===== config.mk =====
export PLATFORM = sky130hd
export DESIGN_NAME = mss_scan_seq
export DESIGN_NICKNAME = d
export VERILOG_FILES = /design/src/verilog/mss_pkg.sv /design/src/verilog/mss_tmr_if.sv /design/src/verilog/mss_cycle_timer.sv /design/src/verilog/mss_scan_seq.sv
export SDC_FILE = /design/constraint.sdc
export NUM_CORES = 1
export LEC_CHECK = 0
export BUFFER_PORTS_ARGS = -buffer_cell sky130_fd_sc_hd__buf_2
export CORE_ASPECT_RATIO = 1.2
export CORE_MARGIN = 3
export CORE_UTILIZATION = 45
export CTS_BUF_LIST = sky130_fd_sc_hd__clkbuf_2 sky130_fd_sc_hd__clkbuf_4 sky130_fd_sc_hd__clkbuf_8
export DETAILED_ROUTE_END_ITERATION = 10
export PLACE_DENSITY = 0.8
export SETUP_SLACK_MARGIN = 0.3
export SYNTH_ARGS = -nofsm -noshare
export SYNTH_HDL_FRONTEND = slang
export SYNTH_SLANG_ARGS = --single-unit

===== constraint.sdc =====
create_clock -name mclk -period 4.9 [get_ports mclk]
set_input_delay 0.98 -clock mclk [delete_from_list [all_inputs] [get_ports mclk]]
set_output_delay 0.98 -clock mclk [all_outputs]
set_load 0.005 [all_outputs]

===== src/verilog/mss_pkg.sv =====
// Purpose: Shared constants and types for the motion module scan sequencer
// Assumes: mclk at 25 MHz
// Notes: Mode codes match the coordinator mode pins

package mss_pkg;

  // ****************************************
  // Timing
  // ****************************************
  localparam int CLK_NS = 40;
  localparam int SYNC_STEP_NS = 100000;
  localparam int SYNC_STEP_CYC = (SYNC_STEP_NS + CLK_NS - 1) / CLK_NS;
  localparam int SYNC_CODE_MIN = 1;
  localparam int SYNC_CODE_MAX = 100;
  localparam int INIT_CYC = 16;
  localparam int CNT_W = 20;
  localparam int PER_W = 7;
  localparam int STEP_W = 12;

  // ****************************************
  // Operating modes and phases
  // ****************************************
  localparam logic [1:0] MODE_PROG = 2'h0;
  localparam logic [1:0] MODE_MON = 2'h1;
  localparam logic [1:0] MODE_RUN = 2'h2;
  localparam logic [1:0] MODE_RST = MODE_PROG;

  typedef enum logic [3:0] {
    MSS_INIT, MSS_WAIT, MSS_COMMON, MSS_PROG, MSS_CTIME,
    MSS_REF_BASIC, MSS_REF_SPECIAL, MSS_REF_COORD, MSS_SERVICE
  } mss_phase_t;

  function automatic logic mss_executes(input logic [1:0] m);
    mss_executes = (m == MODE_MON) || (m == MODE_RUN);
  endfunction : mss_executes

  // Illegal code 3 falls back to the safe stopped mode
  function automatic logic [1:0] mss_legal(input logic [1:0] m);
    mss_legal = (m == MODE_MON || m == MODE_RUN) ? m : MODE_PROG;
  endfunction : mss_legal

endpackage : mss_pkg


===== src/verilog/mss_tmr_if.sv =====
// Purpose: Link between scan sequencer and its cycle timer
// Assumes: Both ends on mclk
// Notes: None

`timescale 1ns/1ns

interface mss_tmr_if;
  import mss_pkg::*;
  logic cyc_start;
  logic [PER_W-1:0] per_code;
  logic [CNT_W-1:0] cyc_elapsed;
  logic sync_tick;
  modport seq (output cyc_start, output per_code, input cyc_elapsed, input sync_tick);
  modport tmr (input cyc_start, input per_code, output cyc_elapsed, output sync_tick);
endinterface : mss_tmr_if

===== src/verilog/mss_cycle_timer.sv =====
// Purpose: Cycle duration counter and programmable sync period tick
// Assumes: Period code in 0.1 ms units, same clock as the sequencer
// Notes: Code outside 1..100 is clamped

`timescale 1ns/1ns

module mss_cycle_timer
  import mss_pkg::*;
(
  input wire logic mclk,
  input wire logic rstn,
  mss_tmr_if.tmr t
);

  logic [CNT_W-1:0] elapsed_q;
  logic [STEP_W-1:0] step_q;
  logic [PER_W-1:0] unit_q;
  logic tick_q;
  logic [PER_W-1:0] per_w;
  logic step_end_w;
  logic unit_end_w;

  assign per_w = (t.per_code < PER_W'(SYNC_CODE_MIN)) ? PER_W'(SYNC_CODE_MIN) :
                 (t.per_code > PER_W'(SYNC_CODE_MAX)) ? PER_W'(SYNC_CODE_MAX) : t.per_code;
  assign step_end_w = (step_q == STEP_W'(SYNC_STEP_CYC - 1));
  assign unit_end_w = step_end_w && (unit_q >= per_w - PER_W'(1));
  assign t.cyc_elapsed = elapsed_q;
  assign t.sync_tick = tick_q;

  // Saturates so a stalled scan never wraps to a short time
  always_ff @(posedge mclk) begin
    if (!rstn) begin
      elapsed_q <= '0;
    end else if (t.cyc_start) begin
      elapsed_q <= '0;
    end else if (elapsed_q != '1) begin
      elapsed_q <= elapsed_q + CNT_W'(1);
    end
  end

  always_ff @(posedge mclk) begin
    if (!rstn) begin
      step_q <= '0;
      unit_q <= '0;
      tick_q <= 1'b0;
    end else begin
      step_q <= step_end_w ? '0 : step_q + STEP_W'(1);
      unit_q <= unit_end_w ? '0 : (step_end_w ? unit_q + PER_W'(1) : unit_q);
      tick_q <= unit_end_w;
    end
  end

endmodule : mss_cycle_timer


===== src/verilog/mss_scan_seq.sv =====
// Purpose: Scan cycle sequencer and mode follower for one motion module
// Assumes: Coordinator pins are asynchronous; program engine is on mclk
// Notes: One phase per state; program phase waits for prog_done

`timescale 1ns/1ns

// Behaviour
// Sync or async chosen by coordinator setting
// Async scan free running with own refresh
// No sync link bit refresh in async
// Async coordinator exchange via shared memory strobes
// Sync scan aligned to coordinator or period
// All modules start program at same edge
// Link bits broadcast once per sync cycle
// Received link bits from peers readable
// Coordinator supplies 0.1 to 10 ms period
// Program/execute change adopted one cycle later
// All modules switch in same cycle
// Power-up init and bus init first
// Measure cycle, stretch to constant time
// Immediate refresh on immediate refresh instruction
// Three refresh kinds: basic, special, coordinator
// Program mode or fatal refresh inputs only
// Coordinator refresh continues in all conditions
// Program mode never executes user program
// Monitor mode executes and allows edits
// Run mode executes and rejects edits
// Sync mode ignores local mode change
// Local mode change only in async
// Sync mode follows coordinator one cycle late
// Pending mode committed at cycle boundary
// Fixed phase order each cycle
module mss_scan_seq
  import mss_pkg::*;
#(
  parameter int LINK_W = 16,
  parameter int PEERS = 4
) (
  input wire logic mclk,
  input wire logic rstn,
  input wire logic sync_mode,
  input wire logic sync_src_period,
  input wire logic [PER_W-1:0] sync_period_code,
  input wire logic coord_scan_start,
  input wire logic [1:0] coord_mode,
  input wire logic [1:0] local_mode,
  input wire logic local_mode_wr,
  input wire logic const_cyc_en,
  input wire logic [CNT_W-1:0] const_cyc_len,
  input wire logic prog_done,
  input wire logic io_refresh_instr,
  input wire logic fatal_err,
  input wire logic user_fatal_error_instr,
  input wire logic evt_req,
  input wire logic [LINK_W-1:0] link_tx_bits,
  input wire logic link_rx_stb,
  input wire logic [LINK_W*PEERS-1:0] link_rx_bits,
  output logic init_done,
  output logic bus_init,
  output logic [1:0] op_mode,
  output logic prog_start,
  output logic io_imm_refresh,
  output logic basic_in_stb,
  output logic basic_out_stb,
  output logic special_in_stb,
  output logic special_out_stb,
  output logic shm_rd_stb,
  output logic shm_wr_stb,
  output logic evt_ack,
  output logic link_tx_stb,
  output logic [LINK_W-1:0] link_tx_data,
  output logic [LINK_W*PEERS-1:0] link_rx_data,
  output logic edit_allow,
  output logic [CNT_W-1:0] cycle_time,
  output logic fatal_active
);

  // ****************************************
  // Pin synchronisers
  // ****************************************
  logic [4:0] pin_s1_q;
  logic [4:0] pin_s2_q;
  logic scan_s3_q;
  logic sync_mode_s;
  logic src_period_s;
  logic [1:0] coord_mode_s;
  logic scan_edge_w;

  always_ff @(posedge mclk) begin
    if (!rstn) begin
      pin_s1_q <= '0;
      pin_s2_q <= '0;
      scan_s3_q <= 1'b0;
    end else begin
      pin_s1_q <= {sync_mode, sync_src_period, coord_mode, coord_scan_start};
      pin_s2_q <= pin_s1_q;
      scan_s3_q <= pin_s2_q[0];
    end
  end

  assign sync_mode_s = pin_s2_q[4];
  assign src_period_s = pin_s2_q[3];
  assign coord_mode_s = mss_legal(pin_s2_q[2:1]);
  assign scan_edge_w = pin_s2_q[0] && !scan_s3_q;

  // ****************************************
  // Phase sequencer
  // ****************************************
  mss_tmr_if tmr ();
  mss_phase_t state_q, state_d;
  logic [4:0] init_cnt_q;
  logic align_pend_q;
  logic align_evt_w;
  logic go_w;
  logic cyc_start_w;
  logic [1:0] mode_q;
  logic [1:0] pend_q;
  logic fatal_q;
  logic exec_w;
  logic seen_cyc_q;
  logic stretch_w;
  logic ctime_en_q;

  mss_cycle_timer u_tmr (
    .mclk(mclk),
    .rstn(rstn),
    .t(tmr.tmr)
  );

  assign align_evt_w = src_period_s ? tmr.sync_tick : scan_edge_w;
  assign go_w = !sync_mode_s || align_pend_q || align_evt_w;
  assign cyc_start_w = (state_q == MSS_WAIT) && go_w;
  assign tmr.cyc_start = cyc_start_w;
  assign tmr.per_code = sync_period_code;
  assign exec_w = mss_executes(mode_q) && !fatal_q && !fatal_err;
  assign stretch_w = const_cyc_en && (tmr.cyc_elapsed < const_cyc_len);

  always_comb begin
    state_d = state_q;
    unique case (state_q)
      MSS_INIT: if (init_cnt_q == 5'(INIT_CYC - 1)) state_d = MSS_WAIT;
      MSS_WAIT: if (go_w) state_d = MSS_COMMON;
      MSS_COMMON: state_d = exec_w ? MSS_PROG : MSS_CTIME;
      MSS_PROG: if (prog_done) state_d = MSS_CTIME;
      MSS_CTIME: if (!stretch_w) state_d = MSS_REF_BASIC;
      MSS_REF_BASIC: state_d = MSS_REF_SPECIAL;
      MSS_REF_SPECIAL: state_d = MSS_REF_COORD;
      MSS_REF_COORD: state_d = MSS_SERVICE;
      MSS_SERVICE: state_d = MSS_WAIT;
      default: state_d = MSS_WAIT;
    endcase
  end

  always_ff @(posedge mclk) begin
    if (!rstn) begin
      state_q <= MSS_INIT;
      init_cnt_q <= '0;
    end else begin
      state_q <= state_d;
      if (state_q == MSS_INIT) init_cnt_q <= init_cnt_q + 5'd1;
    end
  end

  // A missed alignment event is held, one deep, so a long scan still starts the next cycle; set wins
  always_ff @(posedge mclk) begin
    if (!rstn) begin
      align_pend_q <= 1'b0;
    end else if (align_evt_w && state_q != MSS_WAIT) begin
      align_pend_q <= 1'b1;
    end else if (cyc_start_w) begin
      align_pend_q <= 1'b0;
    end
  end

  // ****************************************
  // Operating mode
  // ****************************************
  // Sampled at one boundary, committed at the next: one cycle late in sync mode; a local write in async commits at once
  always_ff @(posedge mclk) begin
    if (!rstn) begin
      mode_q <= MODE_RST;
      pend_q <= MODE_RST;
    end else if (state_q == MSS_INIT) begin
      mode_q <= coord_mode_s;
      pend_q <= coord_mode_s;
    end else if (sync_mode_s) begin
      if (cyc_start_w) begin
        mode_q <= pend_q;
        pend_q <= coord_mode_s;
      end
    end else if (local_mode_wr) begin
      mode_q <= mss_legal(local_mode);
      pend_q <= mss_legal(local_mode);
    end
  end

  // Whether the ending cycle left its timing phase under a constant cycle time
  always_ff @(posedge mclk) begin
    if (!rstn) begin
      ctime_en_q <= 1'b0;
    end else if (state_q == MSS_CTIME && !stretch_w) begin
      ctime_en_q <= const_cyc_en;
    end
  end

  // Fatal state held until reset, like the user fatal instruction
  always_ff @(posedge mclk) begin
    if (!rstn) begin
      fatal_q <= 1'b0;
      seen_cyc_q <= 1'b0;
      cycle_time <= '0;
    end else begin
      if (fatal_err || user_fatal_error_instr) fatal_q <= 1'b1;
      if (cyc_start_w) begin
        seen_cyc_q <= 1'b1;
        cycle_time <= tmr.cyc_elapsed + CNT_W'(1);
      end
    end
  end

  // ****************************************
  // Phase outputs
  // ****************************************
  always_ff @(posedge mclk) begin
    if (!rstn) begin
      prog_start <= 1'b0;
      io_imm_refresh <= 1'b0;
      basic_in_stb <= 1'b0;
      basic_out_stb <= 1'b0;
      special_in_stb <= 1'b0;
      special_out_stb <= 1'b0;
      shm_rd_stb <= 1'b0;
      shm_wr_stb <= 1'b0;
      evt_ack <= 1'b0;
      bus_init <= 1'b0;
      link_tx_stb <= 1'b0;
      link_tx_data <= '0;
    end else begin
      bus_init <= (state_q == MSS_INIT) && (init_cnt_q == 5'd0);
      prog_start <= (state_q == MSS_COMMON) && exec_w;
      io_imm_refresh <= (state_q == MSS_PROG) && io_refresh_instr;
      basic_in_stb <= (state_q == MSS_REF_BASIC);
      basic_out_stb <= (state_q == MSS_REF_BASIC) && exec_w;
      special_in_stb <= (state_q == MSS_REF_SPECIAL);
      special_out_stb <= (state_q == MSS_REF_SPECIAL) && exec_w;
      shm_rd_stb <= (state_q == MSS_REF_COORD);
      shm_wr_stb <= (state_q == MSS_REF_COORD);
      evt_ack <= (state_q == MSS_SERVICE) && evt_req;
      link_tx_stb <= cyc_start_w && sync_mode_s;
      if (cyc_start_w && sync_mode_s) link_tx_data <= link_tx_bits;
    end
  end

  // Peer bits only taken in sync mode
  always_ff @(posedge mclk) begin
    if (!rstn) begin
      link_rx_data <= '0;
    end else if (link_rx_stb && sync_mode_s) begin
      link_rx_data <= link_rx_bits;
    end
  end

  assign init_done = (state_q != MSS_INIT);
  assign op_mode = mode_q;
  assign edit_allow = (mode_q != MODE_RUN);
  assign fatal_active = fatal_q;
endmodule : mss_scan_seq


# Yosys cells after proc, flatten, opt, wreduce, memory -nomap -nowiden
# Cells that the tools add are included.
[word_totals]
ff_bits = 176
latch_bits = 0
ramBits = 0
romBits = 0
inputBits = 124
out_inout_bits = 116
elab_cells = 115
n_memories = 0
[classes]
add_sub_neg = 5
mul = 0
n_div = 0
magnitude_cmp = 4
eq_ne = 24
shifts = 0
muxes = 20
bitwise_logic = 1
n_reduce_logical = 35
[ops]
columns = ["operator", "count"]
rows = [
  ["$pmux 4 s8", 1],
  ["$add 20x1->20 const B", 1],
  ["$lt 20x20->1", 1],
  ["$ne 20x20->1 const B", 1],
  ["$mux 2", 9],
  ["$eq 4x3->1 const B", 4],
  ["$mux 4", 4],
  ["$logic_and 1x1->1", 15],
  ["$mux 7", 2],
  ["$add 12x1->12 const B", 1],
  ["$eq 12x12->1 const B", 1],
  ["$ne 2x2->1 const B", 5],
  ["$eq 4x2->1 const B", 2],
  ["$add 7x1->7 const B", 1],
  ["$ge 7x7->1", 1],
  ["$gt 7x7->1 const B", 1],
  ["$lt 7x1->1 const B", 1],
  ["$sub 7x1->7 const B", 1],
  ["$eq 2x1->1 const B", 3],
  ["$eq 2x2->1 const B", 3],
  ["$logic_or 1x1->1", 6],
  ["$reduce_or 2->1", 3],
  ["$add 5x1->5 const B", 1],
  ["$eq 5x4->1 const B", 1],
  ["other kinds (15)", 20],
]

# Logic depth before layout (Yosys ltp)
# Gate-level depths: netlist of run 1.
[depth]
depth_word = 8
mapped_depth = 14
depth_no_buf = 14

# Modules after synthesis
# Synthesis of run 1 repeated with hierarchy kept, for this count alone.
[hier_totals]
cells_unflattened = 907
area_unflattened_um2 = 7729.9
[by_module_without_submodules]
columns = ["mod", "instances", "cells_per_inst", "area_each_um2", "seq_area_each_um2"]
rows = [
  ["mss_scan_seq", 1, 664, 5589.1, 2722.6],
  ["mss_cycle_timer", 1, 243, 2140.8, 800.8],
]

# Least setup slack after synthesis of run 1
# Ideal clock, no wire load.
[synth_path]
path_type = "input to register"
from = "input sync_period_code[5]"
to = "register u_tmr.unit_q[4]"
setup_time_ns = 0.087
arrival_time_ns = 3.329
required_time_ns = 4.813
path_slack_ns = 1.484
stages = 14
path_buffers = 0
path_cell_list = "nor4_1 -> a21oi_1 -> nor2_1 -> a21oi_1 -> ha_1 -> nand2_1 -> nand3_1 -> o21a_1 -> ha_1 -> a211oi_1 -> nor2_1 -> a211oi_4 -> nand3_1 -> o31ai_1"
[synth_via]
elab_chain_cells = 7
elab_cells_between_ends = 8
cone_classes = "add/sub: 1; order compare: 3; mux: 2; reduce/logical: 2"
[synth_rtl]
columns = ["item", "line_no", "text"]
rows = [
  ["start: declaration", "mss_scan_seq.sv:43", "input wire logic [PER_W-1:0] sync_period_code,"],
  ["$gt 7x7->1", "mss_cycle_timer.sv:24", "(t.per_code > PER_W'(SYNC_CODE_MAX)) ? PER_W'(SYNC_CODE_MAX) : t.per_code;"],
  ["$mux 7", "mss_cycle_timer.sv:24", ""],
  ["$mux 7 *", "mss_cycle_timer.sv:23", "assign per_w = (t.per_code < PER_W'(SYNC_CODE_MIN)) ? PER_W'(SYNC_CODE_MIN) :"],
  ["$sub 7x1->7 *", "mss_cycle_timer.sv:26", "assign unit_end_w = step_end_w && (unit_q >= per_w - PER_W'(1));"],
  ["$ge 7x7->1 *", "mss_cycle_timer.sv:26", ""],
  ["$logic_and 1x1->1 *", "mss_cycle_timer.sv:26", ""],
  ["$reduce_or 2->1 (no line) *", "-", ""],
  ["end signal: assignment", "mss_cycle_timer.sv:48", "unit_q <= unit_end_w ? '0 : (step_end_w ? unit_q + PER_W'(1) : unit_q);"],
  ["end: declaration", "mss_cycle_timer.sv:17", "logic [PER_W-1:0] unit_q;"],
]
# Mark *: on every way between the ends. The rest lies on a longest branch, timed or not.
# A chain may end at the register's enable or synchronous reset.

# Final worst setup path of run 1
# Ends and elaborated chain as after synthesis.

==> results of run 1 <==
layout by cell type (no fill, tap or decap), types with 10 or more instances in the layout:
cell type    n
and2_1      16
ha_1        34
nand3_1     17
a21boi_0    82
nor2_1      46
nor3_1      10
xnor2_1     20
dfxtp_1    176
inv_1       37
a21oi_1     40
and3_1      22
clkbuf_8    18
xor2_1      14
buf_2      238
a31oi_1     12
o21ai_0     19
nand2_1    198
through the flow:
step,worst slack [ps],cell area [um^2],hold WS [ps]
final,1240,9430,425
after CTS,1270,9430,429
after detailed placement,762,9020,422
after floorplan,1480,7710,398
after global placement,968,9020,418
after global routing,1060,9430,443
logic make-up (layout without fill, tap and decap cells):
family | after synthesis | after routing | share of synthesized area (%)
compound gates | 199 | 199 | 18.2
xor+xnor | 34 | 34 | 3.86
fa+ha+maj | 34 | 34 | 5.52
buf+inv | 83 | 311 | 4.20
flops | 176 | 176 | 45.7
mux | 6 | 6 | 0.779
other cells | 0 | 1 | 0
simple gates | 360 | 360 | 21.7
critical path: stages:
cell and delay (ps):
buf_2 140, nor4_1 410, a21oi_1 120, nor2_1 130, a21oi_1 90, ha_1 230, nand2_1 90, nand3_1 80
o21a_1 110, ha_1 290, a211oi_1 210, nor2_1 110, a211oi_4 410, nand3_1 280, o31ai_1 330
layer usage:
metal  up-vias  GRT usage, %  routed length (um)
li1       3466             -                   -
met3        33          5.37                1300
met2       216          34.9                9380
met1      3103          22.9                7910
met5         -             0                  50
met4         6          6.56                 330
state kept, by name (all words and copies together), names as in the netlist, 2 cells and up:
| signal | cells |
|---|---|
| op_mode | 2 |
| pin_s2_q | 5 |
| state_q | 4 |
| init_cnt_q | 5 |
| link_tx_data | 16 |
| u_tmr.unit_q | 7 |
| u_tmr.t.cyc_elapsed | 20 |
| cycle_time | 20 |
| u_tmr.step_q | 12 |
| pend_q | 2 |
| link_rx_data | 64 |
| pin_s1_q | 5 |
power by group through the flow:
| stage | combinational (W) | clock, W | sequential (W) |
|---|---|---|---|
| floorplan | 0.0000956 | 0 | 0.00150 |
| global placement | 0.000180 | 0 | 0.00150 |
| detailed placement | 0.000183 | 0 | 0.00150 |
| CTS | 0.000184 | 0.00107 | 0.00147 |
| global route | 0.000204 | 0.00113 | 0.00147 |
| finish | 0.000182 | 0.00104 | 0.00147 |
layout make-up:
class                      count  area (um^2)  share of cell area [%]
antenna                        1         2.50                  0.0265
clock buffer                  20          263                    2.79
clock inverter                12          146                    1.55
inverter                      37          139                    1.47
multi-input combinational    633         3870                    41.0
sequential                   176         3520                    37.4
tap                          212          265                    2.81
timing repair buffer         242         1220                    12.9
how the worst max path moves through the flow:
stage                   startpoint              end  slack, ps  depth (start not counted)
6_report       sync_period_code[5]  u_tmr.unit_q[4]       1240                         15
5_1_grt        sync_period_code[5]  u_tmr.unit_q[4]       1060                         15
4_1_cts        sync_period_code[5]  u_tmr.unit_q[4]       1270                         15
3_5_place_dp   sync_period_code[5]  u_tmr.unit_q[4]        760                         15
3_3_place_gp   sync_period_code[5]  u_tmr.unit_q[6]        970                         15
2_1_floorplan  sync_period_code[5]  u_tmr.unit_q[4]       1480                         14
==> out/results.txt, run 1 <==
status = finished, final reports clean
row count = 51
flop-to-flop setup slack = 2310 ps
CTS Sinks = 176
post-DR vias/cell = 5.12
Max Cap Viol = 0
Vias = 6824
Worst setup EP type = flip-flop
Synth top area share = 45.7%
number of enable flip-flop cells after synthesis = 0
synthesized area = 7710 um^2
layout cells sized above 1 = 26.1%
Cells after Synth = 892
#FFs+latches synth = 176
core box area = 16500 um^2
DIE WIDTH = 125 um
critical path required time = 5250 ps
Clock Path Buffers = 2
RSZ-0062 raised after global routing = no
NetSw = 0.000653 W
Main synth FF type = dfxtp_1
most frequent cell after synthesis = nand2_1
part of the power in registers = 54.7%
Final Wtd Congestion = 0.867
Distinct cells, synth = 55
kind of start point of the critical path = input pin
Clock Root Buffer = clkbuf_8
DR DRC count = 0
largest net degree at the start of global routing = 99
Area Overhead vs Synth = 22.4%
biggest area consumer among synthesized cells = dfxtp_1
CTS tree = built
Skew-Pair Late Insertion Delay = 460 ps
Max transition margin = 22.7%
vias in the first global route = 6417
final std cells w/o fill = 1333
Post-Syn Nets = 1050
drt wl/cell = 14.2 um
final-layout fill cell count = 1518
VDD IR max = 0.000195 V
worst slew pin tran = 1160 ps
HP Class = flip-flop to flip-flop
final setup vio count = 0
fin nets = 1265
peak fanout along the critical path = 9
post-layout min period = 3660 ps
WHS Path Cells = 1
hold-critical path endpoint = pin_s2_q[0]
number of synthesis warnings = 0
first-pass GRT wire length = 30400 um
placed cells = 1300
fin crit share = 74.7%
Setup Total Neg Slack = 0 ps
CP arrival = 4010 ps
Critical Setup Path Class = input pin to flip-flop
hold path startpoint = pin_s1_q[0]
Inserted Clock Buffers = 17
antenna viol nets, final = 0
worst-case reg-to-reg path depth = 5
Commonest cells post-synth = nand2_1 (199), dfxtp_1 (176), a21boi_0 (82)
Power Total = 0.00269 W
internal cell power = 0.00203 W
I/O Pins = 240
Seq/Total Area, Yosys = 45.7%
Logic pwr share = 6.8%
H-tree depth = 4
GRT overflow = 0
pwr dens = 285 nW/um^2
Switching Share = 24.3%
Port Buffers = 239
DR iter-0 viols = 262
Tot GR Track Use = 19.6%
first drt pass iteration count = 5
cts hold-fix bufs = 0
Resized cells post-CTS = 0
DRT Wirelength = 19000 um
Synth Area per Inst = 8.64 um^2
die area = 18700 um^2
final core utilization = 57.1%
Async SR Flop Fraction = 0%
initial cell density of the core = 46.6%
initial antenna violation count = 4
chip height = 149 um
Area contributors post-synth = dfxtp_1 (46%), nand2_1 (9.7%), a21boi_0 (8.0%), ha_1 (5.5%), a21oi_1 (2.6%)
final hold vios = 0
clock network fraction of total power = 38.6%
Clock transition at path regs = 100 ps
# Post-CTS Setup Buffers = 0
DP Wirelength = 13900 um
clk_skew = 17.9 ps
P_leak = 4.28 nW
RR Endpoint = u_tmr.t.cyc_elapsed[14]
Max Fclk = 273 MHz
r2r startpoint = pin_s2_q[4]
Max Slew Vio Count = 0
(Power assumes the default switching activity.)
==> inputs of run 2 (changes only) <==
Clock period 4.9 ns to 3.4 ns, I/O delays scaled along.
==> run 2 against run 1 <==
  * Cell count is 0.60% higher
  * Count of clock-buffer cells in the layout unchanged
  * Clock power up 52%
  * Combinational power grew 49%
  * Largest cell class unchanged
  * Sequential share of layout area fell by 0.54 points
  * Global-route usage rose by 0.10 points
  * Critical path type unchanged
  * Clock skew decreased by 1.6 ps
  * Highest routed layer unchanged
==> out/results.txt, run 2 (same netlist as run 1, synthesis figures left out) <==
Vias = 6826 (was 6824)
part of the power in registers = 53.3% (was 54.7%)
CTS Sinks = 176 (unchanged)
Switching Share = 23.9% (was 24.3%)
initial antenna violation count = 1 (was 4)
core box area = 16500 um^2 (unchanged)
Setup Total Neg Slack = 0 ps (unchanged)
RSZ-0062 raised after global routing = yes (was no)
fin nets = 1272 (was 1265)
Max Slew Vio Count = 0 (unchanged)
DR DRC count = 0 (unchanged)
NetSw = 0.000948 W (was 0.000653 W)
first-pass GRT wire length = 30500 um (was 30400 um)
max reg flops = 64 (unchanged)
register area = 3520 um^2 (unchanged)
fin crit share = 86.1%
Inserted Clock Buffers = 17 (unchanged)
DIE WIDTH = 125 um (unchanged)
DP Wirelength = 13900 um (about the same)
Clock transition at path regs = 90 ps (was 100 ps)
Skew-Pair Late Insertion Delay = 450 ps (was 460 ps)
layout cells sized above 1 = 26.8% (was 26.1%)
area occupied by multi-input gates = 3890 um^2 (was 3870 um^2)
Max Cap Viol = 0 (unchanged)
Port Buffers = 239 (unchanged)
clock network fraction of total power = 39.9% (was 38.6%)
Critical Setup Path Class = input pin to flip-flop (unchanged)
row count = 51 (unchanged)
Clock Root Buffer = clkbuf_8 (unchanged)
P_leak = 4.35 nW (was 4.28 nW)
DR iter-0 viols = 356 (was 262)
Max transition margin = 39.8% (was 22.7%)
Area Overhead vs Synth = 24.2% (was 22.4%)
final hold vios = 0 (unchanged)
CP arrival = 3280 ps (was 4010 ps)
post-layout min period = 2930 ps
final std cells w/o fill = 1341 (was 1333)
die area = 18700 um^2 (unchanged)
# Post-CTS Setup Buffers = 0 (unchanged)
drt wl/cell = 14.2 um (about the same)
most frequent cells in the layout = buf_2 (238), nand2_1 (198), dfxtp_1 (176) (unchanged)
peak fanout along the critical path = 7 (was 9)
final-layout fill cell count = 1484 (was 1518)
chip height = 149 um (unchanged)
Power Total = 0.00397 W (was 0.00269 W)
H-tree depth = 4 (unchanged)
Biggest register = link_rx_data (unchanged)
placed cells = 1307 (was 1300)
GRT overflow = 0 (unchanged)
Final Wtd Congestion = 0.848 (was 0.867)
commonest non-fill, non-tap cell in the layout = buf_2 (unchanged)
final setup vio count = 0 (unchanged)
Logic pwr share = 6.9% (was 6.8%)
DRT Wirelength = 19100 um (was 19000 um)
I/O Pins = 240 (unchanged)
post-DR vias/cell = 5.09 (was 5.12)
Worst setup EP type = flip-flop (unchanged)
Final WS setup = 474 ps (was 1240 ps)
internal cell power = 0.00302 W (was 0.00203 W)
CTS tree = built (unchanged)
Max Fclk = 342 MHz
HP Class = input pin to flip-flop (was flip-flop to flip-flop)
pwr dens = 415 nW/um^2 (was 285 nW/um^2)
largest net degree at the start of global routing = 91 (was 99)
worst slew pin tran = 901 ps (was 1160 ps)
initial cell density of the core = 46.6% (unchanged)
Tot GR Track Use = 19.7% (was 19.6%)
Clock Path Buffers = 2 (unchanged)
vias in the first global route = 6440 (was 6417)
clk_skew = 16.3 ps (was 17.9 ps)
critical path required time = 3760 ps (was 5250 ps)
kind of start point of the critical path = input pin (unchanged)
first drt pass iteration count = 4 (was 5)
Place WS = -44.9 ps (was 762 ps)
antenna viol nets, final = 0 (unchanged)
VDD IR max = 0.000232 V (was 0.000195 V)
status = finished, final reports clean (unchanged)
-- run 2: cell count changes in the layout (fill, tap and decap cells not counted), sizes merged --
cell      delta
buf          +7
clkinv       +2
clkinvlp     -2
bufinv       +1
diode        +1
inv          -1
-- run 2: what timing repair did --
item                       4_1_cts  5_1_grt
resized for setup                0        3
setup endpoints to repair        0        7
hold buffers                     0        0
-- run 2: cell type report --
| type | count | area share [%] |
|---|---|---|
| Multi-Input combinational cell | 633 | 40.7 |
| Tap cell | 212 | 2.77 |
| Clock buffer | 20 | 2.81 |
| Clock inverter | 12 | 1.78 |
| Timing Repair Buffer | 249 | 13.6 |
| Inverter | 37 | 1.45 |
| Antenna cell | 2 | 0.0523 |
| Sequential cell | 176 | 36.8 |
-- run 2: layer usage --
layer | up-vias | wire [um] | global-route usage, %
met5 | - | 7 | 0
met4 | 2 | 376 | 6.78
met3 | 34 | 1280 | 4.84
met2 | 216 | 9310 | 34.3
met1 | 3079 | 8100 | 23.9
li1 | 3495 | - | -
-- run 2: final timing paths --
| kind | startpoint | to | slack, ps | cells past startpoint |
|---|---|---|---|---|
| max | sync_period_code[5] | u_tmr.unit_q[6] | 470 | 15 |
| min | prog_done | state_q[1] | 410 | 2 |
| max reg2reg | pin_s2_q[4] | u_tmr.t.cyc_elapsed[8] | 1030 | 6 |
| min reg2reg | init_cnt_q[4] | bus_init | 430 | 1 |
-- run 2: power groups by stage --
stage / combinational [W] / clock [W] / sequential [W]
after floorplan: 0.000138 / 0 / 0.00216
after global placement: 0.000267 / 0 / 0.00216
after detailed placement: 0.000272 / 0 / 0.00216
after CTS: 0.000274 / 0.00163 / 0.00212
after global routing: 0.000308 / 0.00171 / 0.00212
final: 0.000272 / 0.00158 / 0.00212
-- run 2: stage by stage --
stage	area [um^2]	utilization (%)	hold WS (ps)
after floorplan	7720	-	398
after global placement	9110	55.1	415
after global routing	9560	57.9	407
after CTS	9550	57.8	370
final	9570	57.9	409
after detailed placement	9110	55.1	416
-- run 2: worst max-delay path, cell delays in order --
cell      delay, ps
buf_2           150
nor4_4          280
a21oi_1         100
nor2_1          160
a21oi_1          90
ha_1            230
nand2_1          90
nand3_1          70
o21a_1          120
ha_1            300
a211oi_2        200
nor2_1          110
a211oi_4        280
nand3_2         160
o31ai_1         270
==> inputs of run 3 (changes only) <==
Settings changed: ABC_AREA set to 1.
==> run 3 against run 2 <==
  * Maximum frequency increased by 3.5%
  * Highest routed layer is now met4
  * First-iteration DRC count up 26%
  * Critical path type unchanged
  * Clock power barely moved
  * Final area decreased by 0.48%
  * Sequential share of layout area increased by 0.18 points
  * Register-to-register slack better by 350 ps
==> out/results.txt, run 3 <==
hold path startpoint = sync_mode (was prog_done)
Tot GR Track Use = 20.0% (was 19.7%)
max reg flops = 64 (unchanged)
kind of start point of the critical path = input pin (unchanged)
Seq/Total Area, Yosys = 45.5% (was 45.7%)
P_leak = 4.61 nW (was 4.35 nW)
worst-case reg-to-reg path depth = 9 (was 6)
Main synth FF type = dfxtp_1 (unchanged)
Clock transition at path regs = 100 ps (was 90 ps)
Clock Root Buffer = clkbuf_8 (unchanged)
initial antenna violation count = 0 (was 1)
antenna viol nets, final = 0 (unchanged)
DR iter-0 viols = 449 (was 356)
post-DR vias/cell = 4.90 (was 5.09)
number of synthesis warnings = 0 (unchanged)
Slowest Stage Delay on Critical Path = 350 ps (was 300 ps)
#FFs+latches synth = 176 (unchanged)
peak fanout along the critical path = 7 (unchanged)
Inserted Clock Buffers = 17 (unchanged)
WHS Path Cells = 3 (was 2)
RSZ-0062 raised after global routing = no (was yes)
vias in the first global route = 6878 (was 6440)
Critical Setup Path Class = input pin to flip-flop (unchanged)
most used routing layer = met2 (unchanged)
Async SR Flop Fraction = 0% (unchanged)
Area Overhead vs Synth = 23.0% (was 24.2%)
HP Class = input pin to flip-flop (unchanged)
critical path required time = 3740 ps (was 3760 ps)
number of enable flip-flop cells after synthesis = 0 (unchanged)
clk_skew = 13.3 ps (was 16.3 ps)
Clock Path Buffers = 2 (unchanged)
r2r startpoint = u_tmr.t.cyc_elapsed[0] (was pin_s2_q[4])
first drt pass iteration count = 8 (was 4)
first-pass GRT wire length = 31400 um (was 30500 um)
Final Wtd Congestion = 0.858 (was 0.848)
DR DRC count = 0 (unchanged)
crit path max-delay cell type = nor4_2 (was ha_1)
met1 Use GR = 23.3% (was 23.9%)
synthesized area = 7740 um^2 (was 7710 um^2)
commonest non-fill, non-tap cell in the layout = buf_2 (unchanged)
DIE WIDTH = 126 um (was 125 um)
crit path from = sync_period_code[5] (unchanged)
drt wl/cell = 12.8 um (was 14.2 um)
DRT Wirelength = 18900 um (was 19100 um)
hold-critical path endpoint = pin_s1_q[4] (was state_q[1])
Most Frequent Cell on Critical Path = nand2_1
final hold vios = 0 (unchanged)
Port Buffers = 239 (unchanged)
CTS tree = built (unchanged)
chip height = 150 um (was 149 um)
VDD IR max = 0.000271 V (was 0.000232 V)
fin crit share = 83.2% (was 86.1%)
pwr dens = 497 nW/um^2 (was 415 nW/um^2)
hold_ws = 411 ps (was 409 ps)
most frequent cell after synthesis = nor2_1 (was nand2_1)
Skew-Pair Late Insertion Delay = 460 ps (was 450 ps)
Vias = 7231 (was 6826)
largest net degree at the start of global routing = 65 (was 91)
GR met3 Demand/Resource = 5.82% (was 4.84%)
Biggest register = link_rx_data (unchanged)
CTS Sinks = 176 (unchanged)
GR Util met2 = 34.9% (was 34.3%)
row count = 51 (unchanged)
status = finished, final reports clean (unchanged)
CP cell instances = buf_2 > nand2_1 > a21oi_1 > o21ai_0 > inv_1 > ha_1 > inv_1 > nor4_2 > nand2_1 > xor2_1 > ha_1 > nand2_1 > nor2_1 > nand2_1 > o2111ai_1 > nand2_1 > nand2_2 > a21oi_1 (was buf_2 > nor4_4 > a21oi_1 > nor2_1 > a21oi_1 > ha_1 > nand2_1 > nand3_1 > o21a_1 > ha_1 > a211oi_2 > nor2_1 > a211oi_4 > nand3_2 > o31ai_1)
layout cells sized above 1 = 25.1% (was 26.8%)
H-tree depth = 4 (unchanged)
fin nets = 1408 (was 1272)
Max transition margin = 27.7% (was 39.8%)
die area = 18800 um^2 (was 18700 um^2)
most frequent cells in the layout = buf_2 (239), nor2_1 (185), dfxtp_1 (176) (was buf_2 (238), nand2_1 (198), dfxtp_1 (176))
core box area = 16500 um^2 (unchanged)
CP bufs+invs = 3 (was 1)
Post-Syn Nets = 1184 (was 1050)
GRT overflow = 0 (unchanged)
biggest area consumer among synthesized cells = dfxtp_1 (unchanged)
Power Total = 0.00473 W (was 0.00397 W)
I/O Pins = 240 (unchanged)
flop-to-flop setup slack = 1380 ps (was 1030 ps)
Max Fclk = 354 MHz (was 342 MHz)
Cells after Synth = 1026 (was 892)
Synth Area per Inst = 7.55 um^2 (was 8.64 um^2)
Distinct cells, synth = 42 (was 55)
Synth top area share = 45.5% (was 45.7%)
CP arrival = 3160 ps (was 3280 ps)
final setup vio count = 0 (unchanged)
Commonest cells post-synth = nor2_1 (185), dfxtp_1 (176), nand2_1 (165) (was nand2_1 (199), dfxtp_1 (176), a21boi_0 (82))
Max Slew Vio Count = 0 (unchanged)
Max Cap Viol = 0 (unchanged)
RR Endpoint = u_tmr.t.cyc_elapsed[0] (was u_tmr.t.cyc_elapsed[8])
post-layout min period = 2830 ps (was 2930 ps)
DP Wirelength = 14100 um (was 13900 um)
Worst setup EP type = flip-flop (unchanged)
worst slew pin tran = 1080 ps (was 901 ps)
Area contributors post-synth = dfxtp_1 (46%), nor2_1 (9.0%), nand2_1 (8.0%), o21ai_0 (6.3%), ha_1 (5.5%) (was dfxtp_1 (46%), nand2_1 (9.7%), a21boi_0 (8.0%), ha_1 (5.5%), a21oi_1 (2.6%))
Worst path top cell family by delay = simple AND/OR/NAND/NOR gates (was compound AO/OA/AOI/OAI gates)
initial cell density of the core = 46.8% (was 46.6%)
[run 3: cell types whose count changed after synthesis, moves of 8 or more]
cell and change:
a21oi_2 +10, a21boi_0 -82, a21oi_1 +11, nand2_1 -34, nand3_1 +20, nor2_1 +139, o21ai_0 +79, inv_1 +76
xnor2_1 -8, and2_1 -17, and3_1 -22
[run 3: worst max path at each step]
stage                            endpoint  slack [ps]  cells past startpoint
after CTS                 u_tmr.unit_q[0]         460                     18
after global placement    u_tmr.unit_q[2]         150                     18
after global routing      u_tmr.unit_q[3]         340                     18
after detailed placement  u_tmr.unit_q[2]         -30                     18
after floorplan           u_tmr.unit_q[0]         490                     18
final                     u_tmr.unit_q[0]         570                     18
[run 3: through the flow]
stage | TNS, ps | worst slack (ps) | std cells | instance area (um^2) | util, %
floorplan | 0 | 488 | 1026 | 7740 | -
global placement | 0 | 150 | 1443 | 9070 | 54.9
detailed placement | -193 | -34.3 | 1443 | 9070 | 54.9
CTS | 0 | 461 | 1475 | 9510 | 57.6
global route | 0 | 342 | 1475 | 9520 | 57.6
finish | 0 | 572 | 1476 | 9520 | 57.6
[run 3: per-layer routing]
metal / share of wire (%) / up-vias
li1: - / 3742
met1: 42 / 3240
met2: 49 / 222
met3: 7.7 / 27
met4: 2.0 / 0
met5: 0 / -
[run 3: what timing repair did]
item / 4_1_cts / 5_1_grt
hold buffers: 0 / 0
setup endpoints to repair: 0 / 7
buffers inserted: 0 / 0
resized for setup: 0 / 2
[run 3: cell families (layout without fill, tap and decap cells)]
| kind of cell | count (synthesis) | count (layout) | share of synthesized area, % |
|---|---|---|---|
| AO/OA/AOI/OAI | 183 | 183 | 12.9 |
| XOR/XNOR | 25 | 25 | 2.83 |
| adder cells (fa/ha/maj) | 34 | 34 | 5.49 |
| buffers and inverters | 158 | 395 | 8.02 |
| flip-flops | 176 | 176 | 45.5 |
| other | 0 | 1 | 0 |
| AND/OR/NAND/NOR | 450 | 450 | 25.2 |
[run 3: where the power goes]
group | switching, W | internal [W] | leakage, nW
sequential | 0.0000839 | 0.00218 | 1.43
clock | 0.000813 | 0.000775 | 0.221
combinational | 0.000551 | 0.000326 | 2.96
[run 3: area by class of cell]
type / count / area [um^2]
fill: 1562 / 7000
multi-input combinational: 692 / 3610
sequential: 176 / 3520
timing repair buffer: 245 / 1240
inverter: 118 / 443
tap: 212 / 265
clock buffer: 18 / 248
clock inverter: 14 / 193
antenna: 1 / 2.50
[run 3: worst reg2reg max path, cell delays in order (launching register included)]
cell and delay (ps):
dfxtp_1 480, ha_1 250, nand3_2 120, nor2_4 150
nand2_4 90, nor2_4 150, nand4_4 330, inv_2 200
nand2_1 60, a21oi_1 130
